--- src/aor_defines.svh ---
// Purpose: Offsets, field positions, codes and reset values for routing select
// Assumes: Register indices as printed; byte address is four times the index
// Notes:   Definitions only
`ifndef AOR_DEFINES_SVH
`define AOR_DEFINES_SVH
`define AOR_RATE_IDX0   16'hf140
`define AOR_SRC_IDX0    16'hf180
`define AOR_STAT_IDX    16'hf1f0
`define AOR_NUM_CONV    16'h0008
`define AOR_NUM_PAIR    16'h0018
`define AOR_SRC_BASE    5'h08
`define AOR_MEM_DEPTH   32
`define AOR_REG_RESET   16'h0000
`define AOR_FIFO_DEPTH  8
`define AOR_WORD_W      24
`define AOR_F_RATE      23
`define AOR_F_IDX       18
`define AOR_F_CLS       15
`define AOR_F_SUB       12
`define AOR_F_OCH       6
`define AOR_F_PORT      4
`define AOR_F_CCH       0
`define AOR_RC_NONE     4'h0
`define AOR_RC_SOUT0    4'h1
`define AOR_RC_SOUT3    4'h4
`define AOR_RC_DSP      4'h5
`define AOR_RC_G1       4'h6
`define AOR_RC_G1X2     4'h7
`define AOR_RC_G1X4     4'h8
`define AOR_RC_G1D2     4'h9
`define AOR_RC_G2D3     4'ha
`define AOR_RC_G1D4     4'hb
`define AOR_RC_G2D6     4'hc
`define AOR_SC_OFF      3'h0
`define AOR_SC_CONV     3'h3
`define AOR_SC_PDM23    3'h5
`define AOR_PAIR_PORT1  5'h08
`define AOR_PAIR_PORT2  5'h10
`define AOR_PAIR_PORT3  5'h14
`endif

--- src/aor_pkg.sv ---
// Purpose: Types shared by the routing select block
// Assumes: Nothing
// Notes:   Enum order fixes the class and scale codes in route words
package aor_pkg;
  typedef enum logic [2:0] {
    RCL_NONE, RCL_SOUT, RCL_DSP, RCL_GEN1, RCL_GEN2
  } aor_rate_cls_t;
  typedef enum logic [2:0] {
    G1_X1, G1_X2, G1_X4, G1_D2, G1_D4
  } aor_gen1_scale_t;
  typedef enum logic [2:0] {G2_D3, G2_D6} aor_gen2_scale_t;
  typedef enum logic [1:0] {ST_IDLE, ST_RDHOLD} aor_apb_state_t;
endpackage

--- src/aor_reg_mem.sv ---
// Purpose: Register storage, one write port and a registered read port
// Assumes: Synchronous active-low reset clears every word
// Notes:   Read data follow the read address by one cycle
`timescale 1ns/100ps
`default_nettype none
`include "aor_defines.svh"
module aor_reg_mem
  import aor_pkg::*;
(
  input  wire logic        clk,
  input  wire logic        rstn,
  input  wire logic        wrEn,
  input  wire logic [4:0]  wrAddr,
  input  wire logic [15:0] wrData,
  input  wire logic [4:0]  rdAddr,
  output var  logic [15:0] rdData
);
  logic [15:0] word_ff [`AOR_MEM_DEPTH];
  logic [15:0] rdData_ff;

  always_ff @(posedge clk) begin
    if (!rstn) begin
      for (int i = 0; i < `AOR_MEM_DEPTH; i++) begin
        word_ff[i] <= `AOR_REG_RESET;
      end
      rdData_ff <= `AOR_REG_RESET;
    end else begin
      if (wrEn) begin
        word_ff[wrAddr] <= wrData;
      end
      rdData_ff <= word_ff[rdAddr];
    end
  end

  assign rdData = rdData_ff;
endmodule
`default_nettype wire

--- src/aor_fifo.sv ---
// Purpose: Small synchronous FIFO with valid/ready on both sides
// Assumes: DEPTH is a power of two
// Notes:   Output word comes straight from the storage flops
`timescale 1ns/100ps
`default_nettype none
module aor_fifo
  import aor_pkg::*;
#(
  parameter int WIDTH = 24,
  parameter int DEPTH = 8
) (
  input  wire logic                       clk,
  input  wire logic                       rstn,
  input  wire logic                       inValid,
  output logic                            inReady,
  input  wire logic [WIDTH-1:0]           inData,
  output logic                            outValid,
  input  wire logic                       outReady,
  output logic [WIDTH-1:0]                outData,
  output logic [$clog2(DEPTH):0]          level
);
  localparam int AW = $clog2(DEPTH);
  logic [WIDTH-1:0] store_ff [DEPTH];
  logic [AW-1:0]    wrPtr_ff, nxt_wrPtr;
  logic [AW-1:0]    rdPtr_ff, nxt_rdPtr;
  logic [AW:0]      cnt_ff, nxt_cnt;
  logic             push, pop;

  assign inReady  = (cnt_ff != (AW+1)'(DEPTH));
  assign outValid = (cnt_ff != '0);
  assign push     = inValid && inReady;
  assign pop      = outValid && outReady;
  assign outData  = store_ff[rdPtr_ff];
  assign level    = cnt_ff;

  always_comb begin
    nxt_wrPtr = push ? AW'(wrPtr_ff + 1'b1) : wrPtr_ff;
    nxt_rdPtr = pop ? AW'(rdPtr_ff + 1'b1) : rdPtr_ff;
    nxt_cnt   = cnt_ff;
    if (push && !pop) begin
      nxt_cnt = (AW+1)'(cnt_ff + 1'b1);
    end else if (pop && !push) begin
      nxt_cnt = (AW+1)'(cnt_ff - 1'b1);
    end
  end

  always_ff @(posedge clk) begin
    if (!rstn) begin
      wrPtr_ff <= '0;
      rdPtr_ff <= '0;
      cnt_ff   <= '0;
    end else begin
      wrPtr_ff <= nxt_wrPtr;
      rdPtr_ff <= nxt_rdPtr;
      cnt_ff   <= nxt_cnt;
    end
  end

  always_ff @(posedge clk) begin
    if (push) begin
      store_ff[wrPtr_ff] <= inData;
    end
  end
endmodule
`default_nettype wire

--- src/aor_routing_select.sv ---
// Purpose: APB register bank for converter rate and output pair source select
// Assumes: APB master on clk (40 MHz); byte address = register index * 4
// Notes:   Each accepted write emits a decoded route word through a FIFO
//
// What this block does
// - 4-bit rate field per converter, bits 3..0; reset zero means none.
// - Codes 1 to 4 lock converter output to serial output port 0..3.
// - Code 5 locks converter output to the DSP core sample rate.
// - Code 6 selects the first generator's base rate.
// - Codes 7 and 8 select twice and four times first generator rate.
// - Codes 9 and 11 select half and quarter of first generator rate.
// - Codes 10 and 12 select second generator one-third and one-sixth.
// - Eight rate registers in a row; register k serves channels 2k, 2k+1.
// - 24 source registers in a row; register n drives channels 2n, 2n+1.
// - Registers 0-7 feed output port 0, 8-15 feed port 1.
// - Registers 16-19 feed output port 2, 20-23 feed port 3.
// - 3-bit source: off, serial input, DSP, converter, mic 0-1, mic 2-3.
// - Converter choice in bits 5..3 counts only when source is 011.
// - Choice k routes converter channels 2k and 2k+1 to the pair.
//
// Chosen here: the APB register port.
`timescale 1ns/100ps
`default_nettype none
`include "aor_defines.svh"
module aor_routing_select
  import aor_pkg::*;
(
  input  wire logic                   clk,
  input  wire logic                   rstn,
  input  wire logic                   psel,
  input  wire logic                   penable,
  input  wire logic                   pwrite,
  input  wire logic [17:0]            paddr,
  input  wire logic [31:0]            pwdata,
  output logic [31:0]                 prdata,
  output logic                        pready,
  output logic                        pslverr,
  output logic                        routeValid,
  input  wire logic                   routeReady,
  output logic [`AOR_WORD_W-1:0]      routeWord
);
  // Map an index to {stored, status, storage slot}
  function automatic logic [6:0] aorMap(input logic [15:0] idx);
    logic [15:0] r;
    logic [15:0] s;
    r = idx - `AOR_RATE_IDX0;
    s = idx - `AOR_SRC_IDX0;
    aorMap = 7'h00;
    if (r < `AOR_NUM_CONV) begin
      aorMap = {2'b10, r[4:0]};
    end else if (s < `AOR_NUM_PAIR) begin
      aorMap = {2'b10, 5'(s[4:0] + `AOR_SRC_BASE)};
    end else if (idx == `AOR_STAT_IDX) begin
      aorMap = 7'h20;
    end
  endfunction

  function automatic logic [`AOR_WORD_W-1:0] rateDesc(
    input logic [3:0] code,
    input logic [2:0] k
  );
    aor_rate_cls_t cls;
    logic [2:0]    sub;
    cls = RCL_NONE;
    sub = 3'h0;
    case (code)
      `AOR_RC_SOUT0, 4'h2, 4'h3, `AOR_RC_SOUT3: begin
        cls = RCL_SOUT;
        sub = 3'(code - `AOR_RC_SOUT0);
      end
      `AOR_RC_DSP: cls = RCL_DSP;
      `AOR_RC_G1: begin
        cls = RCL_GEN1;
        sub = G1_X1;
      end
      `AOR_RC_G1X2: begin
        cls = RCL_GEN1;
        sub = G1_X2;
      end
      `AOR_RC_G1X4: begin
        cls = RCL_GEN1;
        sub = G1_X4;
      end
      `AOR_RC_G1D2: begin
        cls = RCL_GEN1;
        sub = G1_D2;
      end
      `AOR_RC_G1D4: begin
        cls = RCL_GEN1;
        sub = G1_D4;
      end
      `AOR_RC_G2D3: begin
        cls = RCL_GEN2;
        sub = 3'(G2_D3);
      end
      `AOR_RC_G2D6: begin
        cls = RCL_GEN2;
        sub = 3'(G2_D6);
      end
      default: cls = RCL_NONE;
    endcase
    rateDesc = {1'b1, {2'b00, k}, cls, sub, 6'h00, 2'b00, {k, 1'b0}};
  endfunction

  function automatic logic [`AOR_WORD_W-1:0] srcDesc(
    input logic [5:0] val,
    input logic [4:0] n
  );
    logic [2:0] cls;
    logic [2:0] pick;
    logic [1:0] port;
    cls  = (val[2:0] > `AOR_SC_PDM23) ? `AOR_SC_OFF : val[2:0];
    pick = (cls == `AOR_SC_CONV) ? val[5:3] : 3'h0;
    if (n < `AOR_PAIR_PORT1) begin
      port = 2'h0;
    end else if (n < `AOR_PAIR_PORT2) begin
      port = 2'h1;
    end else if (n < `AOR_PAIR_PORT3) begin
      port = 2'h2;
    end else begin
      port = 2'h3;
    end
    srcDesc = {1'b0, n, cls, pick, {n, 1'b0}, port, {pick, 1'b0}};
  endfunction

  aor_apb_state_t state_ff, nxt_state;
  logic [31:0]    prdata_ff, nxt_prdata;
  logic           slverr_ff, nxt_slverr;
  logic [6:0]     hit;
  logic           memHit, statHit;
  logic [4:0]     slot;
  logic [4:0]     pairIdx;
  logic           access;
  logic           pushValid, fifoReady, memWe;
  logic [`AOR_WORD_W-1:0] pushWord;
  logic [15:0]    memRdata;
  logic [3:0]     level;

  assign hit     = aorMap(paddr[17:2]);
  assign memHit  = hit[6];
  assign statHit = hit[5];
  assign slot    = hit[4:0];
  assign pairIdx = 5'(slot - `AOR_SRC_BASE);
  assign access  = psel && penable;

  // Decoded from the write data so the word is ready in the access cycle
  assign pushWord = (slot < `AOR_SRC_BASE)
                    ? rateDesc(pwdata[3:0], slot[2:0])
                    : srcDesc(pwdata[5:0], pairIdx);
  assign pushValid = access && pwrite && memHit && (state_ff == ST_IDLE);
  assign memWe     = pushValid && fifoReady;

  // A full FIFO stalls the bus write instead of dropping a route word
  always_comb begin
    nxt_state  = state_ff;
    nxt_prdata = prdata_ff;
    nxt_slverr = slverr_ff;
    pready     = 1'b0;
    pslverr    = 1'b0;
    case (state_ff)
      ST_IDLE: begin
        if (access && pwrite) begin
          pready  = memHit ? fifoReady : 1'b1;
          pslverr = !memHit;
        end else if (access) begin
          nxt_prdata = 32'h0000_0000;
          if (memHit) begin
            nxt_prdata = {16'h0000, memRdata};
          end else if (statHit) begin
            nxt_prdata = {26'h0, level, !fifoReady, !routeValid};
          end
          nxt_slverr = !(memHit || statHit);
          nxt_state  = ST_RDHOLD;
        end
      end
      ST_RDHOLD: begin
        pready    = 1'b1;
        pslverr   = slverr_ff;
        nxt_state = ST_IDLE;
      end
      default: nxt_state = ST_IDLE;
    endcase
  end

  always_ff @(posedge clk) begin
    if (!rstn) begin
      state_ff  <= ST_IDLE;
      prdata_ff <= 32'h0000_0000;
      slverr_ff <= 1'b0;
    end else begin
      state_ff  <= nxt_state;
      prdata_ff <= nxt_prdata;
      slverr_ff <= nxt_slverr;
    end
  end

  assign prdata = prdata_ff;

  aor_reg_mem u_mem (
    .clk    (clk),
    .rstn   (rstn),
    .wrEn   (memWe),
    .wrAddr (slot),
    .wrData (pwdata[15:0]),
    .rdAddr (slot),
    .rdData (memRdata)
  );

  aor_fifo #(
    .WIDTH (`AOR_WORD_W),
    .DEPTH (`AOR_FIFO_DEPTH)
  ) u_fifo (
    .clk      (clk),
    .rstn     (rstn),
    .inValid  (pushValid),
    .inReady  (fifoReady),
    .inData   (pushWord),
    .outValid (routeValid),
    .outReady (routeReady),
    .outData  (routeWord),
    .level    (level)
  );

  // Checks on the pushed route words and the bus responses
  logic       isRate;
  logic [3:0] rc;
  logic [2:0] cls;
  logic [2:0] sub;
  assign isRate = pushWord[`AOR_F_RATE];
  assign rc     = pwdata[3:0];
  assign cls    = pushWord[`AOR_F_CLS +: 3];
  assign sub    = pushWord[`AOR_F_SUB +: 3];

  a_rate_none_zero: assert property (
    @(posedge clk) disable iff (!rstn)
    memWe && isRate && rc == `AOR_RC_NONE |-> cls == RCL_NONE)
    else $error("rate code zero not decoded as none");
  a_rate_sout_port: assert property (
    @(posedge clk) disable iff (!rstn)
    memWe && isRate && rc >= `AOR_RC_SOUT0 && rc <= `AOR_RC_SOUT3
    |-> cls == RCL_SOUT && sub == 3'(rc - 4'h1))
    else $error("serial port rate code misdecoded");
  a_rate_dsp_core: assert property (
    @(posedge clk) disable iff (!rstn)
    memWe && isRate && rc == `AOR_RC_DSP |-> cls == RCL_DSP)
    else $error("core rate code misdecoded");
  a_rate_gen_base: assert property (
    @(posedge clk) disable iff (!rstn)
    memWe && isRate && rc == `AOR_RC_G1 |-> cls == RCL_GEN1 && sub == G1_X1)
    else $error("base generator rate misdecoded");
  a_rate_gen_mult: assert property (
    @(posedge clk) disable iff (!rstn)
    memWe && isRate && (rc == `AOR_RC_G1X2 || rc == `AOR_RC_G1X4)
    |-> cls == RCL_GEN1 && sub == ((rc == `AOR_RC_G1X2) ? G1_X2 : G1_X4))
    else $error("generator multiple misdecoded");
  a_rate_gen_div: assert property (
    @(posedge clk) disable iff (!rstn)
    memWe && isRate && (rc == `AOR_RC_G1D2 || rc == `AOR_RC_G1D4)
    |-> cls == RCL_GEN1 && sub == ((rc == `AOR_RC_G1D2) ? G1_D2 : G1_D4))
    else $error("generator fraction misdecoded");
  a_rate_gen_two: assert property (
    @(posedge clk) disable iff (!rstn)
    memWe && isRate && (rc == `AOR_RC_G2D3 || rc == `AOR_RC_G2D6)
    |-> cls == RCL_GEN2 && sub[0] == (rc == `AOR_RC_G2D6))
    else $error("second generator rate misdecoded");
  a_rate_slot_out: assert property (
    @(posedge clk) disable iff (!rstn)
    memWe && isRate && !routeValid
    |-> pushWord[`AOR_F_CCH +: 4] == {paddr[4:2], 1'b0}
    ##1 routeValid && routeWord == $past(pushWord))
    else $error("rate word not delivered for its converter");
  a_rate_word_fields: assert property (
    @(posedge clk) disable iff (!rstn)
    memWe && isRate
    |-> pushWord[`AOR_F_IDX +: 5] == {2'b00, paddr[4:2]} &&
        pushWord[`AOR_F_OCH +: 6] == 6'h00 &&
        pushWord[`AOR_F_PORT +: 2] == 2'h0)
    else $error("rate word index or channel fields wrong");
  a_pair_index_ch: assert property (
    @(posedge clk) disable iff (!rstn)
    memWe && !isRate |-> pushWord[`AOR_F_IDX +: 5] == pairIdx &&
    pushWord[`AOR_F_OCH +: 6] == {pairIdx, 1'b0})
    else $error("pair index or channel wrong");
  a_pair_port_low: assert property (
    @(posedge clk) disable iff (!rstn)
    memWe && !isRate && pairIdx < `AOR_PAIR_PORT2
    |-> pushWord[`AOR_F_PORT +: 2] == {1'b0, pairIdx[3]})
    else $error("pair mapped to wrong low port");
  a_pair_port_high: assert property (
    @(posedge clk) disable iff (!rstn)
    memWe && !isRate && pairIdx >= `AOR_PAIR_PORT2
    |-> pushWord[`AOR_F_PORT +: 2] ==
        ((pairIdx < `AOR_PAIR_PORT3) ? 2'h2 : 2'h3))
    else $error("pair mapped to wrong high port");
  a_src_code_kept: assert property (
    @(posedge clk) disable iff (!rstn)
    memWe && !isRate && pwdata[2:0] <= `AOR_SC_PDM23 |-> cls == pwdata[2:0])
    else $error("source code misdecoded");
  a_src_code_undef: assert property (
    @(posedge clk) disable iff (!rstn)
    memWe && !isRate && pwdata[2:0] > `AOR_SC_PDM23 |-> cls == `AOR_SC_OFF)
    else $error("undefined source code not treated as off");
  a_conv_gate_off: assert property (
    @(posedge clk) disable iff (!rstn)
    memWe && !isRate && pwdata[2:0] != `AOR_SC_CONV |-> sub == 3'h0)
    else $error("converter choice leaked without converter source");
  a_conv_pick_pair: assert property (
    @(posedge clk) disable iff (!rstn)
    memWe && !isRate && pwdata[2:0] == `AOR_SC_CONV
    |-> sub == pwdata[5:3] &&
        pushWord[`AOR_F_CCH +: 4] == {pwdata[5:3], 1'b0})
    else $error("converter pair choice wrong");
  a_rate_undef_none: assert property (
    @(posedge clk) disable iff (!rstn)
    memWe && isRate && rc > `AOR_RC_G2D6 |-> cls == RCL_NONE)
    else $error("undefined rate code not treated as none");
  a_read_wait_one: assert property (
    @(posedge clk) disable iff (!rstn)
    access && !pwrite && state_ff == ST_IDLE |-> !pready ##1 pready)
    else $error("read did not answer after one wait state");
  a_read_high_zero: assert property (
    @(posedge clk) disable iff (!rstn)
    access && !pwrite && pready |-> prdata[31:16] == 16'h0000)
    else $error("read data upper half not zero");
  a_unmapped_error: assert property (
    @(posedge clk) disable iff (!rstn)
    access && pready && !memHit && !statHit |-> pslverr)
    else $error("unmapped access answered without error");
  a_mapped_no_error: assert property (
    @(posedge clk) disable iff (!rstn)
    access && pready && memHit |-> !pslverr)
    else $error("register access answered with error");
  a_full_write_stall: assert property (
    @(posedge clk) disable iff (!rstn)
    access && pwrite && memHit && !fifoReady |-> !pready && !memWe)
    else $error("write accepted while route buffer full");
  a_stray_write_error: assert property (
    @(posedge clk) disable iff (!rstn)
    access && pwrite && !memHit |-> pready && pslverr && !pushValid)
    else $error("write outside register banks not refused");
  a_route_word_hold: assert property (
    @(posedge clk) disable iff (!rstn)
    routeValid && !routeReady |=> routeValid && $stable(routeWord))
    else $error("route word changed before it was taken");

  c_rate_write: cover property (@(posedge clk) disable iff (!rstn)
    memWe && isRate);
  c_conv_route: cover property (@(posedge clk) disable iff (!rstn)
    memWe && !isRate && cls == `AOR_SC_CONV);
  c_write_stall: cover property (@(posedge clk) disable iff (!rstn)
    pushValid && !fifoReady);
  c_read_back: cover property (@(posedge clk) disable iff (!rstn)
    state_ff == ST_RDHOLD && !slverr_ff);
  c_mic_route: cover property (@(posedge clk) disable iff (!rstn)
    memWe && !isRate && cls == `AOR_SC_PDM23);
endmodule
`default_nettype wire

--- config.mk ---
export PLATFORM = sky130hd
export DESIGN_NAME = aor_routing_select
export DESIGN_NICKNAME = d
export VERILOG_FILES = /design/src/aor_pkg.sv /design/src/aor_reg_mem.sv /design/src/aor_fifo.sv /design/src/aor_routing_select.sv
export VERILOG_INCLUDE_DIRS = /design/src /design/src/src
export SDC_FILE = /design/constraint.sdc
export NUM_CORES = 1
export LEC_CHECK = 0
export BUFFER_PORTS_ARGS = -buffer_cell sky130_fd_sc_hd__buf_2
export CAP_MARGIN = 20
export CORE_MARGIN = 3
export CORE_UTILIZATION = 40
export CTS_CLUSTER_DIAMETER = 60
export DETAILED_ROUTE_END_ITERATION = 8
export PLACE_DENSITY_LB_ADDON = 0.3
export SLEW_MARGIN = 5
export SYNTH_ARGS = -nofsm -noshare
export SYNTH_HDL_FRONTEND = slang
export SYNTH_SLANG_ARGS = --single-unit
--- constraint.sdc ---
create_clock -name clk -period 12.7 [get_ports clk]
set_input_delay 1.905 -clock clk [delete_from_list [all_inputs] [get_ports clk]]
set_output_delay 1.905 -clock clk [all_outputs]
set_load 0.005 [all_outputs]
==> impl_metrics.toml, run 1 <==
[power_and_ir_drop]
powerDensity_nw_per_um2 = 147
ir_drop_v = 0.0000960
seq_power_share_pct = 50.2
netSwitchingFraction_pct = 23.5
intPower_mw = 4.04
clkPwrFrac_pct = 40.7
totalPowerFinal_mw = 5.28
p_sw_mw = 1.24
cellLeakagePower_nw = 12.3
combPwrFrac_pct = 9.1

[global_routing]
grtUsageMet3_pct = 3.55
grt_pass1_wl_um = 128000
grt_max_degree = 63
antenna_found_initial = 3
overflow = 0
grt.busiest_layer = "met2"
met1_usage_pct = 28.8
use_met2_pct = 32.4
grt.total_usage_pct = 20.6
grt_pass1_vias = 19300

[clocking]
path_clk_slew_ns = 0.06
hold_buffers = 0
postCtsSetupRepairBufs = 0
clock_sinks = 711
clkLatencyLatePin_ns = 0.64
cts_buffers = 76
cts.repair.resized = 0
htree_levels = 3
ctsRootBufferMaster = "clkbuf_16"
clock_path_buffers = 3
cts_tree = "yes"

[synth]
avgSynthCellArea_um2 = 13.4
synth_cells = 2394
ys_seq_area_share_pct = 65.1
synthDistinctLibCells = 68
synth_area_um2 = 32100
synth_edf_count = 664
ys_seq_elements = 711
async_reset_ff_share_pct = 0
synthFlopType = "edfxtp_1"
ys.warnings.count = 0

[setup_path]
path_depth = 9
slowest_delay_ns = 0.68
r2r_cells = 7
crit_type = "in -> out"
crit_path_max_fanout = 58
cp_slowest_cell = "o31ai_1"
start_kind = "input pin"
crit_path_end_kind = "primary output"
path_buf_inv = 3
worstPathArrival_ns = 4.60
path_delay_family = "compound AO/OA/AOI/OAI gates"
cp_data_required_time_ns = 10.80
crit_top_cell = "buf_2"
path_cells = "buf_2 -> ha_1 -> a21oi_1 -> o31ai_1 -> o2bb2ai_4 -> buf_4 -> nand2_1 -> a41o_1 -> buf_2"

[run]
maxCapViolations = 0

[floorplan]
core-area_um2 = 79300
start_util_pct = 40.5
placementRows = 103
io_pins = 115
die-area_um2 = 83600
die_h_um = 289
die_width_um = 289

[placement]
place_congestion = 0.934
port_buffers = 78
postPlaceCellArea_um2 = 33400
post-dp-hpwl_um = 52600

[sta]
fin_tns_setup_ns = 0
hold_ws_ns = 0.455
max-slew-margin-rel_pct = 20.9
setup_viol = 0
hold_viol = 0
rsz0062_at_grt = "no"
min_period_over_period_pct = 51.2
fin_worst_skew_ns = 0.0263
finalMaxSlewViolations = 0
tightest_slew_ns = 1.16
min_period_ns = 6.50
fmax_mhz = 154

[detailed_routing]
wl_per_cell_um = 24.7
drtIter0Drc = 2197
vias_per_cell = 5.70
ant_nets = 0
routed_wl_um = 86600
drc_errors = 0
vias = 20000
firstDrtPassIters = 5

[hold_path]
hp-class = "reg -> reg"
hold_depth = 2

[outcome]
status = "completed"

[layout]
area_growth_pct = 11.8
layout-drive-gt1-share_pct = 17.1
nNetsFinal = 2467
ff_latch_area_um2 = 20900
fin_area_um2 = 35900
multi_input_area_um2 = 10300
antennaDiodeCount = 0
n_fill_cell = 6957
-- power by group through the flow --
stage	clock, mW	combinational [mW]	sequential, mW
floorplan	0	0.327	2.69
global route	2.28	0.519	2.66
finish	2.15	0.480	2.66
detailed placement	0	0.481	2.70
global placement	0	0.474	2.70
CTS	2.18	0.484	2.66
-- state kept, by name, indices dropped and copies added, names as in the netlist, named ones only --
signal and count:
u_fifo.rdPtr_ff 3, u_fifo.store_ff 152, u_fifo.wrPtr_ff 3, prdata 16, u_mem.word_ff 512, u_mem.rdData 16
state_ff 1, u_fifo.level 4, slverr_ff 1
-- path summary, 6_finish.rpt --
kind / slack [ns] / start / endpoint
setup / recovery: 6.20 / paddr[9] / pready
hold / removal: 0.46 / prdata[13] / prdata[13]
setup reg to reg: 8.79 / u_fifo.level[1] / u_mem.word_ff[31][9]
hold reg to reg: 0.46 / prdata[13] / prdata[13]
-- area by class of cell --
type,count,area share (%)
clock buffer,98,5.65
clock inverter,44,1.07
inverter,14,0.147
multi-input combinational,1442,28.7
sequential,711,58.2
tap,1050,3.66
timing repair buffer,146,2.53
-- cell families after synthesis --
family                     count (synthesis)  share of synthesized area, %
and+or+nand+nor                          816                          13.8
DFF                                      711                          65.1
AOI/OAI and AO/OA                        394                          7.77
buffers and inverters                    258                          3.36
muxes                                    186                          8.90
adders and majority gates                 20                         0.804
xor gates and xnor gates                   8                         0.219
other                                      1                        0.0117
-- stage by stage --
step	cells	utilization (%)	setup WS [ns]
floorplan	2411	-	6.77
global placement	3361	42.2	5.99
detailed placement	3361	42.2	5.91
CTS	3503	45.2	6.17
global route	3505	45.3	6.00
finish	3505	45.3	6.20
-- layout by cell type (no fill, tap or decap), types with 10 or more instances in the layout --
cell type,Yosys,final
clkbuf_1,178,19
clkinv_2,0,13
o21ai_1,1,30
mux2_2,64,64
ha_1,19,19
a21boi_0,12,12
a31oi_1,12,12
nor2_1,115,111
conb_1,1,18
nand3_1,22,20
a211oi_1,11,11
o21ai_0,124,92
clkinv_1,2,19
dfxtp_1,47,46
nand2_1,99,98
edfxtp_1,664,664
a221oi_1,38,38
inv_1,10,10
nor3_1,117,111
and2_1,423,424
a311oi_1,14,14
buf_4,22,67
o31ai_1,12,12
buf_2,13,76
mux4_2,73,73
a21oi_1,111,111
clkbuf_16,0,77
mux2i_1,49,49
-- routing by layer --
metal,up-vias,wire length [µm]
met4,0,2780
met3,140,7020
met1,10100,36500
li1,8834,-
met5,-,0
met2,871,40300
-- tightest hold or removal path, cell delays in order, from the launching register on --
cell and delay (ns):
dfxtp_1 0.31, nand2_1 0.05, a21oi_1 0.05
-- cells in the mapped netlist, drive strengths merged, types with 11 or more instances --
cell	instances	area (µm²)
clkbuf	181	683
nand3	22	110
mux4	73	1640
nand2	99	372
buf	63	343
nor2	120	473
dfxtp	47	941
inv	12	45.1
and2	424	2650
a221oi	38	333
o31ai	12	90.1
ha	19	238
o21ai	125	626
a31oi	12	75.1
a21boi	12	90.1
nor3	117	586
a311oi	14	123
a211oi	11	82.6
a21oi	111	556
mux2	64	721
edfxtp	664	19900
mux2i	49	490
Power figures use the tool's default switching activity.
==> inputs of run 2 (changes only) <==
==> constraint.sdc (replaced) <==
create_clock -name clk -period 5.2 [get_ports clk]
set_input_delay 0.78 -clock clk [delete_from_list [all_inputs] [get_ports clk]]
set_output_delay 0.78 -clock clk [all_outputs]
set_load 0.005 [all_outputs]
==> impl_metrics.toml, run 2 (same netlist as run 1, synthesis figures left out) <==
[sta]
tightest_slew_ns = 1.12
finalMaxSlewViolations = 0
setup_viol = 0
min_period_over_period_pct = 83.5
rsz0062_at_grt = "no"
fin_tns_setup_ns = 0
setup_ws_ns = 0.860
hold_viol = 0
max-slew-margin-rel_pct = 25.5
min_period_ns = 4.34
fmax_mhz = 230
fin_worst_skew_ns = 0.0191

[detailed_routing]
wl_per_cell_um = 24.8
vias_per_cell = 5.69
ant_nets = 0
drtIter0Drc = 2424
firstDrtPassIters = 5
routed_wl_um = 87700
vias = 20100
drc_errors = 0

[outcome]
status = "completed"

[setup_path]
crit_path_max_fanout = 20
crit_type = "in -> reg"
start_kind = "input pin"
crit_path_end_kind = "register"
r2r_cells = 11
r2r_slack_ns = 1.92
cp_data_required_time_ns = 5.67
critical_path.reg2reg.endpoint = "u_fifo.level[3]"
r2r-start = "u_fifo.level[0]"
worstPathArrival_ns = 4.81

[hold_path]
hold_end = "prdata[13]"
hold_depth = 2
hp-class = "reg -> reg"
min_from = "prdata[13]"

[layout]
largest_reg_flops = 512
antennaDiodeCount = 0
mostFrequentLayoutCells = "edfxtp_1, and2_1, a21oi_1, nor2_1, nor3_1"
nNetsFinal = 2503
layout-drive-gt1-share_pct = 18.1
area_growth_pct = 12.6
reg_top3 = "u_mem.word_ff (512), u_fifo.store_ff (152)"
n_fill_cell = 6920
fin_cells = 3536
layout_commonest_cell = "edfxtp_1"
regMostFlops = "u_mem.word_ff"

[floorplan]
start_util_pct = 40.5
die_h_um = 289
die_width_um = 289
placementRows = 103
io_pins = 115
core-area_um2 = 79300
die-area_um2 = 83600

[placement]
post-dp-hpwl_um = 54400
post-place-ws_ns = 0.301
port_buffers = 78
place_congestion = 0.888
place_inst = 3398

[clocking]
hold_buffers = 0
cts_tree = "yes"
clock_path_buffers = 3
cts_buffers = 76
clkLatencyLatePin_ns = 0.62
cts.repair.resized = 0
path_clk_slew_ns = 0.06
ctsRootBufferMaster = "clkbuf_16"
postCtsSetupRepairBufs = 0
htree_levels = 3
clock_sinks = 711

[global_routing]
grt.total_usage_pct = 20.9
grt_pass1_vias = 19700
overflow = 0
antenna_found_initial = 2
grt_pass1_wl_um = 129000
grt_max_degree = 58

[run]
maxCapViolations = 0

[power_and_ir_drop]
powerDensity_nw_per_um2 = 358
ir_drop_v = 0.000235
cellLeakagePower_nw = 12.5
-- run 2: changes by cell type in the layout (fill, tap and decap cells not counted), moves of 2 or more --
| cell | change |
|---|---|
| o21ai_1 | +3 |
| clkinv_8 | -3 |
| buf_4 | +36 |
| o21ai_2 | -3 |
| clkinvlp_4 | -2 |
-- run 2: how the worst max path moves through the flow --
stage	start	endpoint	cells past startpoint
final	paddr[9]	u_mem.word_ff[29][13]	11
after global routing	paddr[9]	u_mem.word_ff[31][13]	11
after CTS	paddr[9]	u_mem.word_ff[29][13]	11
after detailed placement	paddr[9]	u_mem.word_ff[29][13]	11
after global placement	paddr[9]	u_mem.word_ff[29][6]	11
after floorplan	paddr[9]	u_mem.word_ff[2][0]	11
-- run 2: cell type report --
cell class	count	area (µm²)	area share [%]
multi-input combinational	1442	10300	28.5
clock inverter	39	335	0.929
timing repair buffer	182	1200	3.32
clock buffer	98	2040	5.64
inverter	14	52.6	0.146
tap	1050	1310	3.64
sequential	711	20900	57.8
-- run 2: stage by stage --
stage               hold slack, ns  total power, mW  instance area, µm²  utilization (%)
global route                 0.478             13.3               36100             45.6
detailed placement           0.447             7.83               33700             42.6
finish                       0.452             12.9               36100             45.6
CTS                          0.429             13.0               36100             45.5
global placement             0.447             7.81               33700             42.5
floorplan                    0.433             7.36               32100                -
-- run 2: power by group --
part | internal, mW | switching (mW) | total (mW) | leakage (nW)
combinational | 0.524 | 0.660 | 1.18 | 4.44
sequential | 6.39 | 0.122 | 6.52 | 6.89
clock | 3.02 | 2.20 | 5.22 | 1.16
total | 9.94 | 2.98 | 12.9 | 12.5
-- run 2: worst max-delay path: stages --
cell and delay [ns]:
buf_2 0.17, ha_1 0.34, a21oi_1 0.11, o31ai_1 0.78, a2bb2oi_4 0.18, nor2_1 0.21, buf_4 0.32, ha_1 0.39
nand2_1 0.48, nor2_1 0.81, and2_1 0.23
-- run 2: per-layer routing --
| metal | global-route usage (%) | up-vias | part of all wire (%) |
|---|---|---|---|
| met4 | 7.77 | 0 | 3.9 |
| met5 | 0 | - | 0 |
| li1 | - | 8898 | - |
| met1 | 28.8 | 10100 | 41 |
| met3 | 3.80 | 174 | 8.5 |
| met2 | 33.2 | 972 | 47 |
==> inputs of run 3 (changes only) <==
--- a/config.mk
+++ b/config.mk
@@ -6,6 +6,7 @@
 export SDC_FILE = /design/constraint.sdc
 export NUM_CORES = 1
 export LEC_CHECK = 0
+export ABC_AREA = 1
 export BUFFER_PORTS_ARGS = -buffer_cell sky130_fd_sc_hd__buf_2
 export CAP_MARGIN = 20
 export CORE_MARGIN = 3
==> constraint.sdc (replaced) <==
create_clock -name clk -period 3.8 [get_ports clk]
set_input_delay 0.57 -clock clk [delete_from_list [all_inputs] [get_ports clk]]
set_output_delay 0.57 -clock clk [all_outputs]
set_load 0.005 [all_outputs]
==> impl_metrics.toml, run 3 <==
[clocking]
hold_buffers = 0
clock_path_buffers = 3
cts_tree = "yes"
ctsRootBufferMaster = "clkbuf_16"
cts_buffers = 82
postCtsSetupRepairBufs = 0
cts.repair.resized = 0
clock_sinks = 711
path_clk_slew_ns = 0.06
clkLatencyLatePin_ns = 0.65
htree_levels = 3

[power_and_ir_drop]
ir_drop_v = 0.000413
intPower_mw = 13.9
cellLeakagePower_nw = 16.6
powerDensity_nw_per_um2 = 479
netSwitchingFraction_pct = 25.1
clkPwrFrac_pct = 42.4
combPwrFrac_pct = 10.1
p_sw_mw = 4.67
seq_power_share_pct = 47.6
totalPowerFinal_mw = 18.6

[synth]
synthFlopType = "edfxtp_1"
synth_edf_count = 664
synth_most_common_cell = "nor2_1"
yosysTopAreaCellShare_pct = 59.6
ys_seq_area_share_pct = 62.4
synth_xor_area_share_pct = 0.0523
avgSynthCellArea_um2 = 9.53
async_reset_ff_share_pct = 0
ys.warnings.count = 0
ys_seq_elements = 711
synth_compound_area_share_pct = 4.13
ys_top_cells_by_count = "nor2_1, edfxtp_1, nand2_1"
yosys.area_share.simple_pct = 24.8
synthDistinctLibCells = 41
muxShareOfSynthArea_pct = 0
synth_fa_ha_area_share_pct = 0.770
synth_area_um2 = 33500
synthTopCellsByArea = "edfxtp_1, nor2_1, nand2_1"
yosysTopAreaCell = "edfxtp_1"
synth_cells = 3511
synth_top_family_by_area = "simple AND/OR/NAND/NOR gates"

[sta]
max-slew-margin-rel_pct = 41.7
setup_ws_ns = 0.402
fmax_mhz = 294
fin_tns_setup_ns = 0
tightest_slew_ns = 0.873
setup_viol = 0
min_period_ns = 3.40
rsz0062_at_grt = "no"
min_period_over_period_pct = 89.4
fin_worst_skew_ns = 0.0335
finalMaxSlewViolations = 0
hold_viol = 0

[layout]
regMostFlops = "u_mem.word_ff"
layout-drive-gt1-share_pct = 12.5
mostFrequentLayoutCells = "nor2_1, edfxtp_1, nand2_1"
antennaDiodeCount = 0
n_fill_cell = 7697
reg_top3 = "u_mem.word_ff (512), u_fifo.store_ff (152)"
layout_commonest_cell = "nor2_1"
nNetsFinal = 3684
area_growth_pct = 16.0
largest_reg_flops = 512

[detailed_routing]
vias_per_cell = 5.23
firstDrtPassIters = 5
wl_per_cell_um = 19.4
routed_wl_um = 92200
drtIter0Drc = 2122
drc_errors = 0
vias = 24800
ant_nets = 0

[floorplan]
start_util_pct = 40.6
die_h_um = 295
io_pins = 115
die_width_um = 295
placementRows = 105
core-area_um2 = 82500
die-area_um2 = 87200

[global_routing]
antenna_found_initial = 1
overflow = 0
grt_max_degree = 96
grt.total_usage_pct = 21.1
grt_pass1_wl_um = 141000
grt_pass1_vias = 23600

[placement]
post-place-ws_ns = 0.113
place_congestion = 0.870
post-dp-hpwl_um = 56900
port_buffers = 78

[hold_path]
hp-class = "in -> reg"

[setup_path]
worstPathArrival_ns = 2.83
r2r_slack_ns = 1.36
cp_data_required_time_ns = 3.23
crit_path_end_kind = "primary output"
start_kind = "register"
crit_type = "reg -> out"
crit_path_max_fanout = 53

[outcome]
status = "completed"

[run]
maxCapViolations = 0
-- run 3: changes by cell type after synthesis, moves of 49 or more --
| cell | delta |
|---|---|
| mux2i_1 | -49 |
| nor3_1 | -105 |
| mux4_2 | -73 |
| nand2_1 | +448 |
| inv_1 | +317 |
| nand3_1 | +76 |
| a21oi_1 | -51 |
| and2_1 | -423 |
| nand4_1 | +254 |
| mux2_2 | -64 |
| nor2_1 | +829 |
-- run 3: worst max-delay path, stage by stage, from the launching register on --
cell	delay [ns]
dfxtp_2	0.33
buf_4	0.47
buf_4	0.39
o21ai_0	0.16
o22ai_1	0.21
nor2_1	0.06
a31oi_1	0.34
buf_2	0.19
-- run 3: worst paths after layout --
path / end / depth (start not counted) / from
worst min register to register: u_fifo.rdPtr_ff[2] / 2 / u_fifo.rdPtr_ff[2]
worst max-delay path: routeWord[5] / 7 / register
worst max register to register: u_fifo.level[3] / 15 / u_fifo.level[0]
worst min-delay path: state_ff[0] / 4 / pwrite
-- run 3: area by class of cell --
type                    count  area, µm²  share of cell area [%]
flip-flops and latches    711      20900                    53.8
multi-input cells        2207      10100                    26.0
repair buffers            269       2520                    6.49
clock buffers             108       2210                    5.70
well taps                1070       1340                    3.45
inverters                 337       1260                    3.26
clock inverters            44        512                    1.32
-- run 3: kinds of logic (layout without fill, tap and decap cells) --
| group | after synthesis | after routing |
|---|---|---|
| flops | 711 | 711 |
| xor+xnor | 2 | 2 |
| compound gates | 259 | 259 |
| buf+inv | 610 | 758 |
| simple gates | 1908 | 1908 |
| fa+ha+maj | 20 | 20 |
| other cells | 1 | 18 |
-- run 3: routing by layer --
metal  vias to the layer above  routed length [µm]  GRT usage, %
met5                         -                   0             0
met4                         0                3000          7.42
met3                       174                7390          4.27
met2                       895               43000          33.6
met1                     11900               38800          28.9
li1                      11900                   -             -
-- run 3: through the flow --
stage	utilization (%)	hold WS, ns	instances	instance area [µm²]
after floorplan	-	0.424	3528	33600
after global placement	43.8	0.450	4594	36100
after detailed placement	43.8	0.464	4594	36100
after CTS	47.1	0.324	4746	38800
after global routing	47.1	0.375	4746	38800
final	47.1	0.359	4746	38800
-- run 3: power groups by stage --
| stage | clock network (mW) | logic (mW) | registers (mW) |
|---|---|---|---|
| floorplan | 0 | 1.16 | 9.00 |
| global placement | 0 | 1.86 | 9.01 |
| detailed placement | 0 | 1.89 | 9.02 |
| CTS | 7.99 | 1.89 | 8.86 |
| global route | 8.30 | 2.09 | 8.88 |
| finish | 7.89 | 1.87 | 8.86 |
